## config.mk

```make
export PLATFORM = sky130hd
export DESIGN_NAME = agor_regs
export DESIGN_NICKNAME = d
export VERILOG_FILES = /design/src/verilog/agor_pkg.sv /design/src/verilog/agor_chan.sv /design/src/verilog/agor_regs.sv
export VERILOG_INCLUDE_DIRS = /design/src /design/src/verilog
export SDC_FILE = /design/constraint.sdc
export NUM_CORES = 1
export LEC_CHECK = 0
export BUFFER_PORTS_ARGS = -buffer_cell sky130_fd_sc_hd__buf_2
export CORE_UTILIZATION = 50
export CTS_CLUSTER_SIZE = 16
export DETAILED_ROUTE_END_ITERATION = 10
export PLACE_DENSITY = 0.67
export SLEW_MARGIN = 40
export SYNTH_ARGS = -nofsm -noshare
export SYNTH_HDL_FRONTEND = slang
export SYNTH_SLANG_ARGS = --single-unit
```

## constraint.sdc

```tcl
create_clock -name clock -period 8.3 [get_ports clock]
set_clock_uncertainty 0.1 [all_clocks]
set_input_delay 1.66 -clock clock [delete_from_list [all_inputs] [get_ports clock]]
set_output_delay 1.66 -clock clock [all_outputs]
set_load 0.1 [all_outputs]
```

## src/verilog/agor_map.svh

```systemverilog
// Purpose: Register map, field positions and reset values of the gain/offset register bank.
// Assumes: AHB-Lite word access, byte address equals four times the register index.
// Notes:   Definitions only.
// Functional notes
// - With gain enabled, channel 6 samples get N x 0.2 dB gain, N taken from bits 15-11.
// - The gain code is unsigned and each step adds 0.2 dB.
// - With gain enabled, channel 7 takes its gain code from bits 15-11 at index 1Dh.
// - With offset enabled, the channel 6 offset in bits 9-0 is added to its samples.
// - Each offset is 10-bit two's complement, one LSB equal to one LSB of a 14-bit word.
// - With offset enabled, the channel 7 offset in bits 9-0 is added to its samples.
// - The channel 6 mirror at index 1Ch holds its copy in bits 9-0, bits 15-10 unused.
// - All fields of these registers are read/write and reset to zero.
`ifndef AGOR_MAP_SVH
`define AGOR_MAP_SVH
// ****************************************************************
// Register indices (byte address = index * 4)
// ****************************************************************
`define AGOR_IDX_CH6_GO 6'h1b
`define AGOR_IDX_CH6_MIR 6'h1c
`define AGOR_IDX_CH7_GO 6'h1d
`define AGOR_IDX_CH7_MIR 6'h1e
`define AGOR_IDX_CTRL 6'h30
`define AGOR_IDX_STAT 6'h31
`define AGOR_IDX_MSB 7
`define AGOR_IDX_LSB 2
`define AGOR_ADDR_TOP 31
`define AGOR_ADDR_LOW_ZERO 2'h0
`define AGOR_ADDR_HIGH_ZERO 24'h000000
// ****************************************************************
// Fields and reset values
// ****************************************************************
`define AGOR_GAIN_MSB 15
`define AGOR_GAIN_LSB 11
`define AGOR_OFFS_MSB 9
`define AGOR_OFFS_LSB 0
`define AGOR_REG_RESET 16'h0000
`define AGOR_CTRL_RESET 2'h0
`define AGOR_CTRL_GAIN_EN 0
`define AGOR_CTRL_OFFS_EN 1
`define AGOR_STAT_MIS6 0
`define AGOR_STAT_MIS7 1
`define AGOR_HSIZE_WORD 3'h2
`define AGOR_HTRANS_NONSEQ 2'h2
`define AGOR_GAIN_UNITY 17'h04000
`define AGOR_GAIN_FRAC 14
`endif

```

## src/verilog/agor_pkg.sv

```systemverilog
// Purpose: Types shared by the gain/offset register bank.
// Assumes: Nothing beyond the map header.
// Notes:   Register select codes and the bank state record.
package agor_pkg;
  typedef enum logic [2:0] {
    AGOR_SEL_NONE = 3'h0,
    AGOR_SEL_CH6_GO = 3'h1,
    AGOR_SEL_CH6_MIR = 3'h2,
    AGOR_SEL_CH7_GO = 3'h3,
    AGOR_SEL_CH7_MIR = 3'h4,
    AGOR_SEL_CTRL = 3'h5,
    AGOR_SEL_STAT = 3'h6
  } agor_sel_t;

  typedef struct packed {
    logic dp_wr;
    logic dp_rd;
    agor_sel_t dp_sel;
    logic [15:0] ch6_go;
    logic [15:0] ch6_mir;
    logic [15:0] ch7_go;
    logic [15:0] ch7_mir;
    logic [1:0] ctrl;
    logic [31:0] rdata;
  } agor_state_t;
endpackage

```

## src/verilog/agor_chan.sv

```systemverilog
// Purpose: One channel of digital gain and offset correction on 14-bit samples.
// Assumes: Gain code and offset are static while samples flow; two-cycle latency.
// Notes:   Gain uses a fixed-point table of 10^(N*0.01); results saturate.
`timescale 1ns/100ps
`include "agor_map.svh"
module agor_chan #(
  parameter int SAMPLE_W = 14,
  parameter int GAIN_W = 5,
  parameter int OFFS_W = 10
) (
  input wire logic clock,
  input wire logic rst,
  input wire logic gain_enable,
  input wire logic offset_enable,
  input wire logic [GAIN_W-1:0] gain_steps,
  input wire logic [OFFS_W-1:0] offset_value,
  input wire logic in_valid,
  input wire logic signed [SAMPLE_W-1:0] in_data,
  output logic out_valid,
  output logic signed [SAMPLE_W-1:0] out_data
);
  localparam int PW = SAMPLE_W + 18;
  localparam logic signed [SAMPLE_W+3:0] SMAX = (SAMPLE_W+4)'(2 ** (SAMPLE_W - 1) - 1);
  localparam logic signed [SAMPLE_W+3:0] SMIN = -(SAMPLE_W+4)'(2 ** (SAMPLE_W - 1));
  // Linear factors of 0.2 dB steps, unity at 17'h04000
  localparam logic [16:0] GTAB [32] = '{
    17'h04000, 17'h0417e, 17'h04304, 17'h04494, 17'h0462d, 17'h047cf, 17'h0497b, 17'h04b32,
    17'h04cf2, 17'h04ebd, 17'h05092, 17'h05273, 17'h0545e, 17'h05655, 17'h05858, 17'h05a67,
    17'h05c82, 17'h05eaa, 17'h060de, 17'h06320, 17'h0656f, 17'h067cc, 17'h06a37, 17'h06cb0,
    17'h06f38, 17'h071cf, 17'h07476, 17'h0772c, 17'h079f3, 17'h07cca, 17'h07fb2, 17'h082ac
  };

  typedef struct packed {
    logic s1_valid;
    logic signed [SAMPLE_W+3:0] s1_data;
    logic out_valid;
    logic signed [SAMPLE_W-1:0] out_data;
  } agor_chan_state_t;

  agor_chan_state_t st_q;
  agor_chan_state_t st_d;

  always_comb
  begin
    logic signed [17:0] factor;
    logic signed [PW-1:0] prod;
    logic signed [SAMPLE_W+3:0] sum;
    factor = 18'($signed({1'b0, `AGOR_GAIN_UNITY}));
    prod = '0;
    sum = '0;
    st_d = st_q;
    if (gain_enable)
    begin
      factor = 18'($signed({1'b0, GTAB[gain_steps]}));
    end
    prod = PW'(in_data) * PW'(factor);
    st_d.s1_valid = in_valid;
    st_d.s1_data = (SAMPLE_W+4)'(prod >>> `AGOR_GAIN_FRAC);
    sum = st_q.s1_data;
    if (offset_enable)
    begin
      sum = st_q.s1_data + (SAMPLE_W+4)'($signed(offset_value));
    end
    st_d.out_valid = st_q.s1_valid;
    if (sum > SMAX)
    begin
      st_d.out_data = SAMPLE_W'(SMAX);
    end
    else if (sum < SMIN)
    begin
      st_d.out_data = SAMPLE_W'(SMIN);
    end
    else
    begin
      st_d.out_data = SAMPLE_W'(sum);
    end
  end

  always_ff @(posedge clock or posedge rst)
  begin
    if (rst)
    begin
      st_q <= '0;
    end
    else
    begin
      st_q <= st_d;
    end
  end

  assign out_valid = st_q.out_valid;
  assign out_data = st_q.out_data;
endmodule

```

## src/verilog/agor_regs.sv

```systemverilog
// Purpose: Gain/offset register bank for channels 6 and 7 with the correction datapaths.
// Assumes: Single AHB-Lite master, whole-word transfers, zero wait states.
// Notes:   Read data are captured at the address phase from the post-write register values.
`timescale 1ns/100ps
`include "agor_map.svh"
module agor_regs #(
  parameter int SAMPLE_W = 14
) (
  input wire logic clock,
  input wire logic rst,
  input wire logic hsel,
  input wire logic [31:0] haddr,
  input wire logic [1:0] htrans,
  input wire logic hwrite,
  input wire logic [2:0] hsize,
  input wire logic [31:0] hwdata,
  input wire logic hready,
  output logic hreadyout,
  output logic hresp,
  output logic [31:0] hrdata,
  input wire logic ch6_in_valid,
  input wire logic signed [SAMPLE_W-1:0] ch6_in_data,
  output logic ch6_out_valid,
  output logic signed [SAMPLE_W-1:0] ch6_out_data,
  input wire logic ch7_in_valid,
  input wire logic signed [SAMPLE_W-1:0] ch7_in_data,
  output logic ch7_out_valid,
  output logic signed [SAMPLE_W-1:0] ch7_out_data
);
  agor_pkg::agor_state_t st_q;
  agor_pkg::agor_state_t st_d;
  logic addr_phase;
  agor_pkg::agor_sel_t sel;
  logic digital_gain_enable;
  logic digital_offset_enable;
  logic [4:0] sixth_channel_gain_steps;
  logic [4:0] seventh_channel_gain_steps;
  logic [9:0] sixth_channel_offset_value;
  logic [9:0] seventh_channel_offset_value;

  // ****************************************************************
  // Address decode
  // ****************************************************************
  assign addr_phase = hsel && hready && (htrans == `AGOR_HTRANS_NONSEQ);

  always_comb
  begin
    logic [5:0] idx;
    idx = haddr[`AGOR_IDX_MSB:`AGOR_IDX_LSB];
    if (haddr[`AGOR_IDX_LSB-1:0] != `AGOR_ADDR_LOW_ZERO)
    begin
      sel = agor_pkg::AGOR_SEL_NONE;
    end
    else if (haddr[`AGOR_ADDR_TOP:`AGOR_IDX_MSB+1] != `AGOR_ADDR_HIGH_ZERO)
    begin
      sel = agor_pkg::AGOR_SEL_NONE;
    end
    else if (idx == `AGOR_IDX_CH6_GO)
    begin
      sel = agor_pkg::AGOR_SEL_CH6_GO;
    end
    else if (idx == `AGOR_IDX_CH6_MIR)
    begin
      sel = agor_pkg::AGOR_SEL_CH6_MIR;
    end
    else if (idx == `AGOR_IDX_CH7_GO)
    begin
      sel = agor_pkg::AGOR_SEL_CH7_GO;
    end
    else if (idx == `AGOR_IDX_CH7_MIR)
    begin
      sel = agor_pkg::AGOR_SEL_CH7_MIR;
    end
    else if (idx == `AGOR_IDX_CTRL)
    begin
      sel = agor_pkg::AGOR_SEL_CTRL;
    end
    else if (idx == `AGOR_IDX_STAT)
    begin
      sel = agor_pkg::AGOR_SEL_STAT;
    end
    else
    begin
      sel = agor_pkg::AGOR_SEL_NONE;
    end
  end

  // ****************************************************************
  // Register state
  // ****************************************************************
  always_comb
  begin
    st_d = st_q;
    st_d.dp_wr = 1'b0;
    st_d.dp_rd = 1'b0;
    // Whole-word write lands in the data phase; bits 15-0 are stored (bits 1-0 for control), the upper half is dropped
    if (st_q.dp_wr)
    begin
      case (st_q.dp_sel)
        agor_pkg::AGOR_SEL_CH6_GO: st_d.ch6_go = hwdata[15:0];
        agor_pkg::AGOR_SEL_CH6_MIR: st_d.ch6_mir = hwdata[15:0];
        agor_pkg::AGOR_SEL_CH7_GO: st_d.ch7_go = hwdata[15:0];
        agor_pkg::AGOR_SEL_CH7_MIR: st_d.ch7_mir = hwdata[15:0];
        agor_pkg::AGOR_SEL_CTRL: st_d.ctrl = hwdata[1:0];
        default: st_d.ctrl = st_q.ctrl;
      endcase
    end
    if (addr_phase)
    begin
      st_d.dp_sel = sel;
      st_d.dp_wr = hwrite && (hsize == `AGOR_HSIZE_WORD);
      st_d.dp_rd = !hwrite;
      // Read from the updated values so a read right behind a write sees it
      if (!hwrite)
      begin
        case (sel)
          agor_pkg::AGOR_SEL_CH6_GO: st_d.rdata = {16'h0000, st_d.ch6_go};
          agor_pkg::AGOR_SEL_CH6_MIR: st_d.rdata = {16'h0000, st_d.ch6_mir};
          agor_pkg::AGOR_SEL_CH7_GO: st_d.rdata = {16'h0000, st_d.ch7_go};
          agor_pkg::AGOR_SEL_CH7_MIR: st_d.rdata = {16'h0000, st_d.ch7_mir};
          agor_pkg::AGOR_SEL_CTRL: st_d.rdata = {30'h00000000, st_d.ctrl};
          agor_pkg::AGOR_SEL_STAT:
          begin
            st_d.rdata = 32'h00000000;
            st_d.rdata[`AGOR_STAT_MIS6] = st_d.ch6_go[`AGOR_OFFS_MSB:`AGOR_OFFS_LSB] !=
                                          st_d.ch6_mir[`AGOR_OFFS_MSB:`AGOR_OFFS_LSB];
            st_d.rdata[`AGOR_STAT_MIS7] = st_d.ch7_go[`AGOR_OFFS_MSB:`AGOR_OFFS_LSB] !=
                                          st_d.ch7_mir[`AGOR_OFFS_MSB:`AGOR_OFFS_LSB];
          end
          default: st_d.rdata = 32'h00000000;
        endcase
      end
    end
  end

  always_ff @(posedge clock or posedge rst)
  begin
    if (rst)
    begin
      st_q.dp_wr <= 1'b0;
      st_q.dp_rd <= 1'b0;
      st_q.dp_sel <= agor_pkg::AGOR_SEL_NONE;
      st_q.ch6_go <= `AGOR_REG_RESET;
      st_q.ch6_mir <= `AGOR_REG_RESET;
      st_q.ch7_go <= `AGOR_REG_RESET;
      st_q.ch7_mir <= `AGOR_REG_RESET;
      st_q.ctrl <= `AGOR_CTRL_RESET;
      st_q.rdata <= 32'h00000000;
    end
    else
    begin
      st_q <= st_d;
    end
  end

  // No wait states and no error responses: unmapped words read zero
  assign hreadyout = 1'b1;
  assign hresp = 1'b0;
  assign hrdata = st_q.rdata;

  // ****************************************************************
  // Field extraction and datapaths
  // ****************************************************************
  assign digital_gain_enable = st_q.ctrl[`AGOR_CTRL_GAIN_EN];
  assign digital_offset_enable = st_q.ctrl[`AGOR_CTRL_OFFS_EN];
  assign sixth_channel_gain_steps = st_q.ch6_go[`AGOR_GAIN_MSB:`AGOR_GAIN_LSB];
  assign seventh_channel_gain_steps = st_q.ch7_go[`AGOR_GAIN_MSB:`AGOR_GAIN_LSB];
  // Mirrors are kept for software only; the main registers drive the adders
  assign sixth_channel_offset_value = st_q.ch6_go[`AGOR_OFFS_MSB:`AGOR_OFFS_LSB];
  assign seventh_channel_offset_value = st_q.ch7_go[`AGOR_OFFS_MSB:`AGOR_OFFS_LSB];

  agor_chan #(
    .SAMPLE_W(SAMPLE_W)
  ) u_ch6 (
    .clock(clock),
    .rst(rst),
    .gain_enable(digital_gain_enable),
    .offset_enable(digital_offset_enable),
    .gain_steps(sixth_channel_gain_steps),
    .offset_value(sixth_channel_offset_value),
    .in_valid(ch6_in_valid),
    .in_data(ch6_in_data),
    .out_valid(ch6_out_valid),
    .out_data(ch6_out_data)
  );

  agor_chan #(
    .SAMPLE_W(SAMPLE_W)
  ) u_ch7 (
    .clock(clock),
    .rst(rst),
    .gain_enable(digital_gain_enable),
    .offset_enable(digital_offset_enable),
    .gain_steps(seventh_channel_gain_steps),
    .offset_value(seventh_channel_offset_value),
    .in_valid(ch7_in_valid),
    .in_data(ch7_in_data),
    .out_valid(ch7_out_valid),
    .out_data(ch7_out_data)
  );

  logic ch6_go_wr;
  logic ch7_go_wr;
  logic ch6_mir_rd_q;
  logic signed [SAMPLE_W-1:0] ch6_offs_ext;
  logic signed [SAMPLE_W-1:0] ch7_offs_ext;
  assign ch6_go_wr = st_q.dp_wr && (st_q.dp_sel == agor_pkg::AGOR_SEL_CH6_GO);
  assign ch7_go_wr = st_q.dp_wr && (st_q.dp_sel == agor_pkg::AGOR_SEL_CH7_GO);
  assign ch6_offs_ext = SAMPLE_W'($signed(sixth_channel_offset_value));
  assign ch7_offs_ext = SAMPLE_W'($signed(seventh_channel_offset_value));

  always_ff @(posedge clock or posedge rst)
  begin
    if (rst)
    begin
      ch6_mir_rd_q <= 1'b0;
    end
    else
    begin
      ch6_mir_rd_q <= addr_phase && !hwrite && (sel == agor_pkg::AGOR_SEL_CH6_MIR);
    end
  end
endmodule

```

==> key figures, run 1 <==
Synth
  – Post-Syn Area per Cell: 9.16 um^2
  – Compound-Gate Fraction of Synth Area: 10.0%
  – Yosys warning count: 0
  – Syn Inst Count: 2,694
  – Sequential fraction of the synthesis area: 15.6%
  – FF+latch count, synth: 154
  – Mux contribution to synthesized area: 4.86%
  – Adder-Cell Fraction of Synth Area: 41.2%
  – Netlist Area Pre-Place: 24,700 um^2
  – Largest family of logic cells by synthesized area: adder cells
  – Ys async rst share: 100%
  – Post-synthesis cell type count: 83
  – Simple-gate share of the synthesized area: 15.2%
  – Post-synth top area share: 26.9%
  – Post-Synth XOR/XNOR Area: 2.84%
  – Synth top area cells: fa_1, dfrtp_1, ha_1
  – Area leader, netlist: fa_1
  – Top_reg_cell synth: dfrtp_1
  – Number of synthesized flops with an enable pin: 0

Clock tree
  – Reg clk slew, reported paths: 0.07 ns
  – Num CTS Buffers: 17
  – Clock Sinks: 154
  – Htree depth: 4
  – Clock root buffer: clkbuf_16
  – CTS tree: done
  – Max clock buf depth: 2
  – Clock Latency Late Sink: 0.42 ns

Floorplanning
  – Core Area: 48,800 um^2
  – Starting Density: 50.5%
  – Cell Rows: 81
  – Die width: 224 um
  – DIE AREA: 50,300 um^2
  – Chip Height: 224 um
  – # IOs: 168

Cells and area
  – # nets final: 3,457
  – Storage element area: 3860 um^2
  – Finished Core Util: 54.1%
  – Area of the multi-input gates: 18,400 um^2
  – Commonest non-fill, non-tap cell in the layout: inv_1
  – Commonest cells after routing, fill and taps aside: inv_1, fa_1, ha_1, nand2_1, and2_1
  – Layout cells sized above 1: 10.8%
  – Number of filler cells placed in the layout: 4,481
  – Area grow syn2layout: 7.00%

Detailed routing
  – Via count: 18,879
  – Initial DRC count: 1,223
  – Vias per inst: 5.52
  – Post-route DRC: 0
  – Post-route ant nets: 0
  – Final WL: 62,000 um
  – Detailed-router iteration count before antenna repair: 6
  – Wire per inst: 18.1 um

Setup path
  – Required time of the critical path: 8.54 ns
  – Crit path capture type: flip-flop
  – CP Data Arrival Time: 8.03 ns
  – Largest fanout on the critical path: 15
  – Crit path top cell by count: fa_1
  – Crit-path slowest cell: o211a_1
  – Startpoint Class: flip-flop
  – Max incr delay on CP: 0.53 ns
  – Critical path class: reg2reg

Timing
  – Setup WS post-layout: 0.508 ns
  – Final Hold Violating Endpoints: 0
  – Max frequency: 128 MHz
  – Final min period: 7.79 ns
  – Post-route setup TNS: 0 ns
  – Worst-Margin Slew: 0.810 ns
  – Max Slew Vio Count: 0
  – Slew margin rel.: 45.8%
  – RSZ-0062 raised after global routing: no
  – Final worst-path cycle share: 93.9%
  – Final setup fails: 0

Power and ir drop
  – Leakage: 13.7 nW
  – Pwr/cell area: 237 nW/um^2
  – VDD IR-drop max: 0.219 mV

Status
  – Outcome: finished, final reports clean

Job
  – Max_cap viols: 0

Place
  – Post-Place Setup Slack: 0.338 ns
  – Placer Congestion: 0.854
  – Number of port buffers: 133
  – DP Wirelength: 48,300 um

GRT
  – Antenna violations before repair: 3
  – Vias in the first global route: 19,459
  – First-pass GRT wire length: 100,000 um
  – Grt ovf: 0
  – Largest net degree at the start of global routing: 88
  – GRT Util Overall: 25.2%

Worst hold path
  – Worst Hold Class: reg2reg
worst max-delay path: cells and delay by family, from the launching register on:
family | cells | cell delay, ns
XOR/XNOR | 1 | 0.14
adder cells (fa/ha/maj) | 7 | 3.08
flip-flops | 1 | 0.51
buffers and inverters | 6 | 0.67
AO/OA/AOI/OAI | 9 | 2.26
AND/OR/NAND/NOR | 5 | 0.95
kinds of logic (layout without fill, tap and decap cells):
| kind of cell | Yosys count | in the layout |
|---|---|---|
| buffers and inverters | 609 | 651 |
| AO/OA/AOI/OAI | 374 | 374 |
| multiplexers | 108 | 108 |
| XOR/XNOR | 80 | 80 |
| flip-flops | 154 | 154 |
| other | 2 | 20 |
| AND/OR/NAND/NOR | 753 | 753 |
| adder cells (fa/ha/maj) | 614 | 614 |
layer usage:
metal  wire length, um  part of all wire [%]  vias to the layer above  track usage [%]
li1                  -                     -                     8716                -
met1             27900                    45                     9488             34.9
met2             29600                    48                      598             42.5
met3              3260                   5.3                       77             2.33
met4              1220                   2.0                        0             6.06
met5                 0                     0                        -                0
through the flow:
stage               area, um^2  power (W)  hold WS (ns)  instances
floorplan                24700    0.00440         0.231       2710
global placement         25800    0.00528         0.233       3383
detailed placement       25800    0.00543         0.237       3384
CTS                      26400    0.00624         0.244       3416
global route             26400    0.00680         0.250       3417
finish                   26400    0.00625         0.238       3418
timing repair:
action	4_1_cts	5_1_grt
hold buffers	0	0
setup endpoints to repair	0	1
endpoints found under the hold margin	0	0
resized for setup	0	4
buffers inserted	0	0
sequential cells by signal (all words and copies together) (netlist names):
name / flops
st_q: 38
u_ch6.st_q: 18
u_ch7.st_q: 18
hrdata: 16
u_ch6.out_data: 14
u_ch7.out_data: 14
ch6_offs_ext: 10
ch7_offs_ext: 10
seventh_channel_gain_steps: 5
sixth_channel_gain_steps: 5
digital_gain_enable: 1
digital_offset_enable: 1
u_ch6.out_valid: 1
u_ch6.st_d: 1
u_ch7.out_valid: 1
u_ch7.st_d: 1
Yosys cell counts, types with 7 or more instances:
master / number
a222oi_1: 14
o21bai_1: 8
o21ai_0: 51
buf_4: 62
nor2_1: 101
buf_1: 7
mux2_2: 53
and2_1: 173
dfrtp_1: 154
nor3_1: 21
nand2_1: 276
nor2b_1: 27
a31oi_1: 10
a211oi_1: 13
ha_1: 282
and3_1: 57
fa_1: 332
inv_1: 430
nor4_1: 11
xor2_1: 20
o21ai_1: 55
a21oi_1: 88
xnor2_1: 60
o211ai_1: 13
clkbuf_1: 104
mux2i_1: 50
a21o_1: 37
nand4_1: 10
nand2b_1: 27
nand3_1: 21
o21a_1: 13
final cells by class:
type / instances / area share, %
diodes: 2 / 0.0189
clock buffers: 19 / 1.71
clock inverters: 13 / 0.502
inverters: 433 / 6.17
multi-input cells: 1947 / 69.8
flip-flops and latches: 154 / 14.6
well taps: 664 / 3.15
repair buffers: 186 / 4.06
power breakdown:
part | total (W) | internal [W] | leakage (nW) | switching, W
Clock | 0.000766 | 0.000437 | 0.276 | 0.000329
Combinational | 0.00447 | 0.00170 | 11.5 | 0.00276
Sequential | 0.00102 | 0.000925 | 1.91 | 0.0000911
Total | 0.00625 | 0.00306 | 13.7 | 0.00318
final timing paths:
kind | cells after the start | slack (ns) | end | start
worst max register to register | 28 | 0.51 | u_ch7.st_q[32]$_DFF_PP0_ | seventh_channel_gain_steps[2]$_DFF_PP0_
worst min register to register | 0 | 0.24 | u_ch6.out_valid$_DFF_PP0_ | u_ch6.st_d[14]$_DFF_PP0_
worst max-delay path | 28 | 0.51 | u_ch7.st_q[32]$_DFF_PP0_ | seventh_channel_gain_steps[2]$_DFF_PP0_
max in group asynchronous | 3 | 5.71 | digital_gain_enable$_DFF_PP0_ | rst
worst min-delay path | 0 | 0.24 | u_ch6.out_valid$_DFF_PP0_ | u_ch6.st_d[14]$_DFF_PP0_
min in group asynchronous | 2 | 1.21 | u_ch6.out_valid$_DFF_PP0_ | rst
No activity file was read; power rests on OpenSTA's default activity.
==> run 2, diff against run 1 <==
Settings changed: BUFFER_PORTS_ARGS -buffer_cell sky130_fd_sc_hd__buf_2 to -buffer_cell sky130_fd_sc_hd__clkbuf_2.
==> key figures, run 2 (synthesis gave the netlist of run 1 again) <==
Detailed routing
  – Post-route DRC: 0 (unchanged)
  – Vias per inst: 5.52 (about the same)
  – Final WL: 60,900 um (-1.8%)
  – Via count: 18,882 (+0.016%)
  – Initial DRC count: 1,330 (+8.7%)
  – Wire per inst: 17.8 um (-1.8%)
  – Detailed-router iteration count before antenna repair: 6 (unchanged)
  – Post-route ant nets: 0 (unchanged)

Clock tree
  – Max clock buf depth: 2 (unchanged)
  – Htree depth: 4 (unchanged)
  – Setup repair bufs after CTS: 0 (unchanged)
  – CTS tree: done
  – Clock Sinks: 154 (unchanged)
  – Reg clk slew, reported paths: 0.06 ns (about the same)
  – Clock Latency Late Sink: 0.42 ns (about the same)
  – Clock root buffer: clkbuf_16
  – Num CTS Buffers: 17 (unchanged)

Floorplanning
  – Cell Rows: 81 (unchanged)
  – Die width: 224 um (unchanged)
  – Chip Height: 224 um (unchanged)
  – DIE AREA: 50,300 um^2 (unchanged)
  – Core Area: 48,800 um^2 (unchanged)
  – Starting Density: 50.5% (unchanged)
  – # IOs: 168 (unchanged)

Power and ir drop
  – VDD IR-drop max: 0.244 mV (+11%)
  – Pwr/cell area: 235 nW/um^2 (-0.56%)
  – Total power: 0.00622 W (-0.51%)
  – Leakage: 13.8 nW (+0.22%)

Timing
  – Slew margin rel.: 46.8% (+1.0 points)
  – Post-route setup TNS: 0 ns (unchanged)
  – RSZ-0062 raised after global routing: no
  – Final worst-path cycle share: 93.5% (-0.37 points)
  – Final Hold Violating Endpoints: 0 (unchanged)
  – Max frequency: 129 MHz (+0.40%)
  – Max Slew Vio Count: 0 (unchanged)
  – Worst-Margin Slew: 0.798 ns (-0.0122 ns)
  – Final min period: 7.76 ns (-0.0310 ns)
  – Final setup fails: 0 (unchanged)
  – Setup WS post-layout: 0.539 ns (+0.0310 ns)

GRT
  – GRT Util Overall: 24.8% (-0.31 points)
  – Grt ovf: 0 (unchanged)
  – Vias in the first global route: 19,371 (-0.45%)
  – Antenna violations before repair: 2 (-1)
  – First-pass GRT wire length: 99,500 um (-0.99%)
  – Largest net degree at the start of global routing: 88 (unchanged)

Place
  – DP Wirelength: 47,500 um (-1.8%)
  – Number of port buffers: 133 (unchanged)
  – Placer Congestion: 0.871 (+2.1%)
  – Post-Place Setup Slack: 0.286 ns (-0.0520 ns)

Cells and area
  – Most flop-heavy register: st_q
  – Layout cells sized above 1: 10.9% (+0.069 points)
  – Commonest cells after routing, fill and taps aside: inv_1, fa_1, ha_1, nand2_1, and2_1
  – Max reg flops: 38 (unchanged)
  – Largest regs: st_q: 38 flops, u_ch6.st_q: 18 flops, u_ch7.st_q: 18 flops
  – Commonest non-fill, non-tap cell in the layout: inv_1
  – Area grow syn2layout: 7.06% (about the same)
  – # nets final: 3,459 (+0.058%)

Job
  – Max_cap viols: 0 (unchanged)

Setup path
  – Largest fanout on the critical path: 9 (-6)
  – Flop2flop setup slack: 0.54 ns (+0.03 ns)
  – Startpoint Class: flip-flop
  – Critical path class: reg2reg
  – CP Data Arrival Time: 8.01 ns (-0.02 ns)
  – Crit path capture type: flip-flop
  – Required time of the critical path: 8.55 ns (about the same)

Status
  – Outcome: finished, final reports clean

Worst hold path
  – Worst Hold Class: reg2reg
-- run 2: cell count changes in the layout (fill, tap and decap cells not counted), sizes merged --
cell and delta:
diode -1, bufinv +1, buf -131, clkbuf +133, inv -3, clkinvlp +1
-- run 2: final timing paths --
kind                                                         start                                    end  cells past startpoint
min in group asynchronous                                      rst              u_ch6.out_valid$_DFF_PP0_                      2
min reg2reg                               u_ch6.st_d[14]$_DFF_PP0_              u_ch6.out_valid$_DFF_PP0_                      0
max in group asynchronous                                      rst  sixth_channel_gain_steps[3]$_DFF_PP0_                      3
max                        seventh_channel_gain_steps[1]$_DFF_PP0_               u_ch7.st_q[32]$_DFF_PP0_                     26
max reg2reg                seventh_channel_gain_steps[1]$_DFF_PP0_               u_ch7.st_q[32]$_DFF_PP0_                     26
min                                       u_ch6.st_d[14]$_DFF_PP0_              u_ch6.out_valid$_DFF_PP0_                      0
-- run 2: critical path: stages, from the launching register on --
cell and delay, ns:
dfrtp_1 0.40, inv_2 0.15, ha_1 0.34, inv_1 0.09, a21oi_1 0.06, mux4_2 0.63
and2_1 0.32, nand2_1 0.13, fa_1 0.45, fa_1 0.52, inv_1 0.06, fa_1 0.57
fa_1 0.44, fa_1 0.49, inv_1 0.05, fa_1 0.48, inv_1 0.04, ha_1 0.33
a21oi_1 0.14, o21ai_0 0.17, or3_1 0.36, o2111a_1 0.31, a31oi_1 0.27, nor2b_1 0.09
or3_1 0.33, a31oi_1 0.22, xnor2_1 0.14
-- run 2: area by class of cell --
class / count / area [um^2]
timing repair buffer: 188 / 1080
clock inverter: 12 / 141
antenna: 1 / 2.50
inverter: 433 / 1630
multi-input combinational: 1947 / 18400
sequential: 154 / 3860
tap: 664 / 831
fill: 4442 / 22400
clock buffer: 19 / 453
-- run 2: stage by stage --
stage                     utilization, %  hold WS (ns)  std cells  area (um^2)
final                               54.1         0.249       3418        26400
after global routing                54.1         0.256       3417        26400
after CTS                           54.1         0.250       3417        26400
after detailed placement            52.8         0.236       3386        25800
after global placement              52.8         0.233       3386        25800
after floorplan                        -         0.231       2710        24700
-- run 2: power by group --
part	switching, W	internal (W)
Sequential	0.0000904	0.000926
Combinational	0.00273	0.00169
Clock	0.000313	0.000460
-- run 2: metal layers --
metal	GRT usage, %	vias up	routed length [um]
met4	7.55	0	1460
met1	34.1	9463	27300
met2	41.7	600	28900
met5	0	-	0
li1	-	8720	-
met3	2.22	99	3190
-- run 2: timing repair --
action / in CTS / in global routing
gates resized for setup: 0 / 3
setup endpoints to repair: 0 / 1
hold buffers: 0 / 0
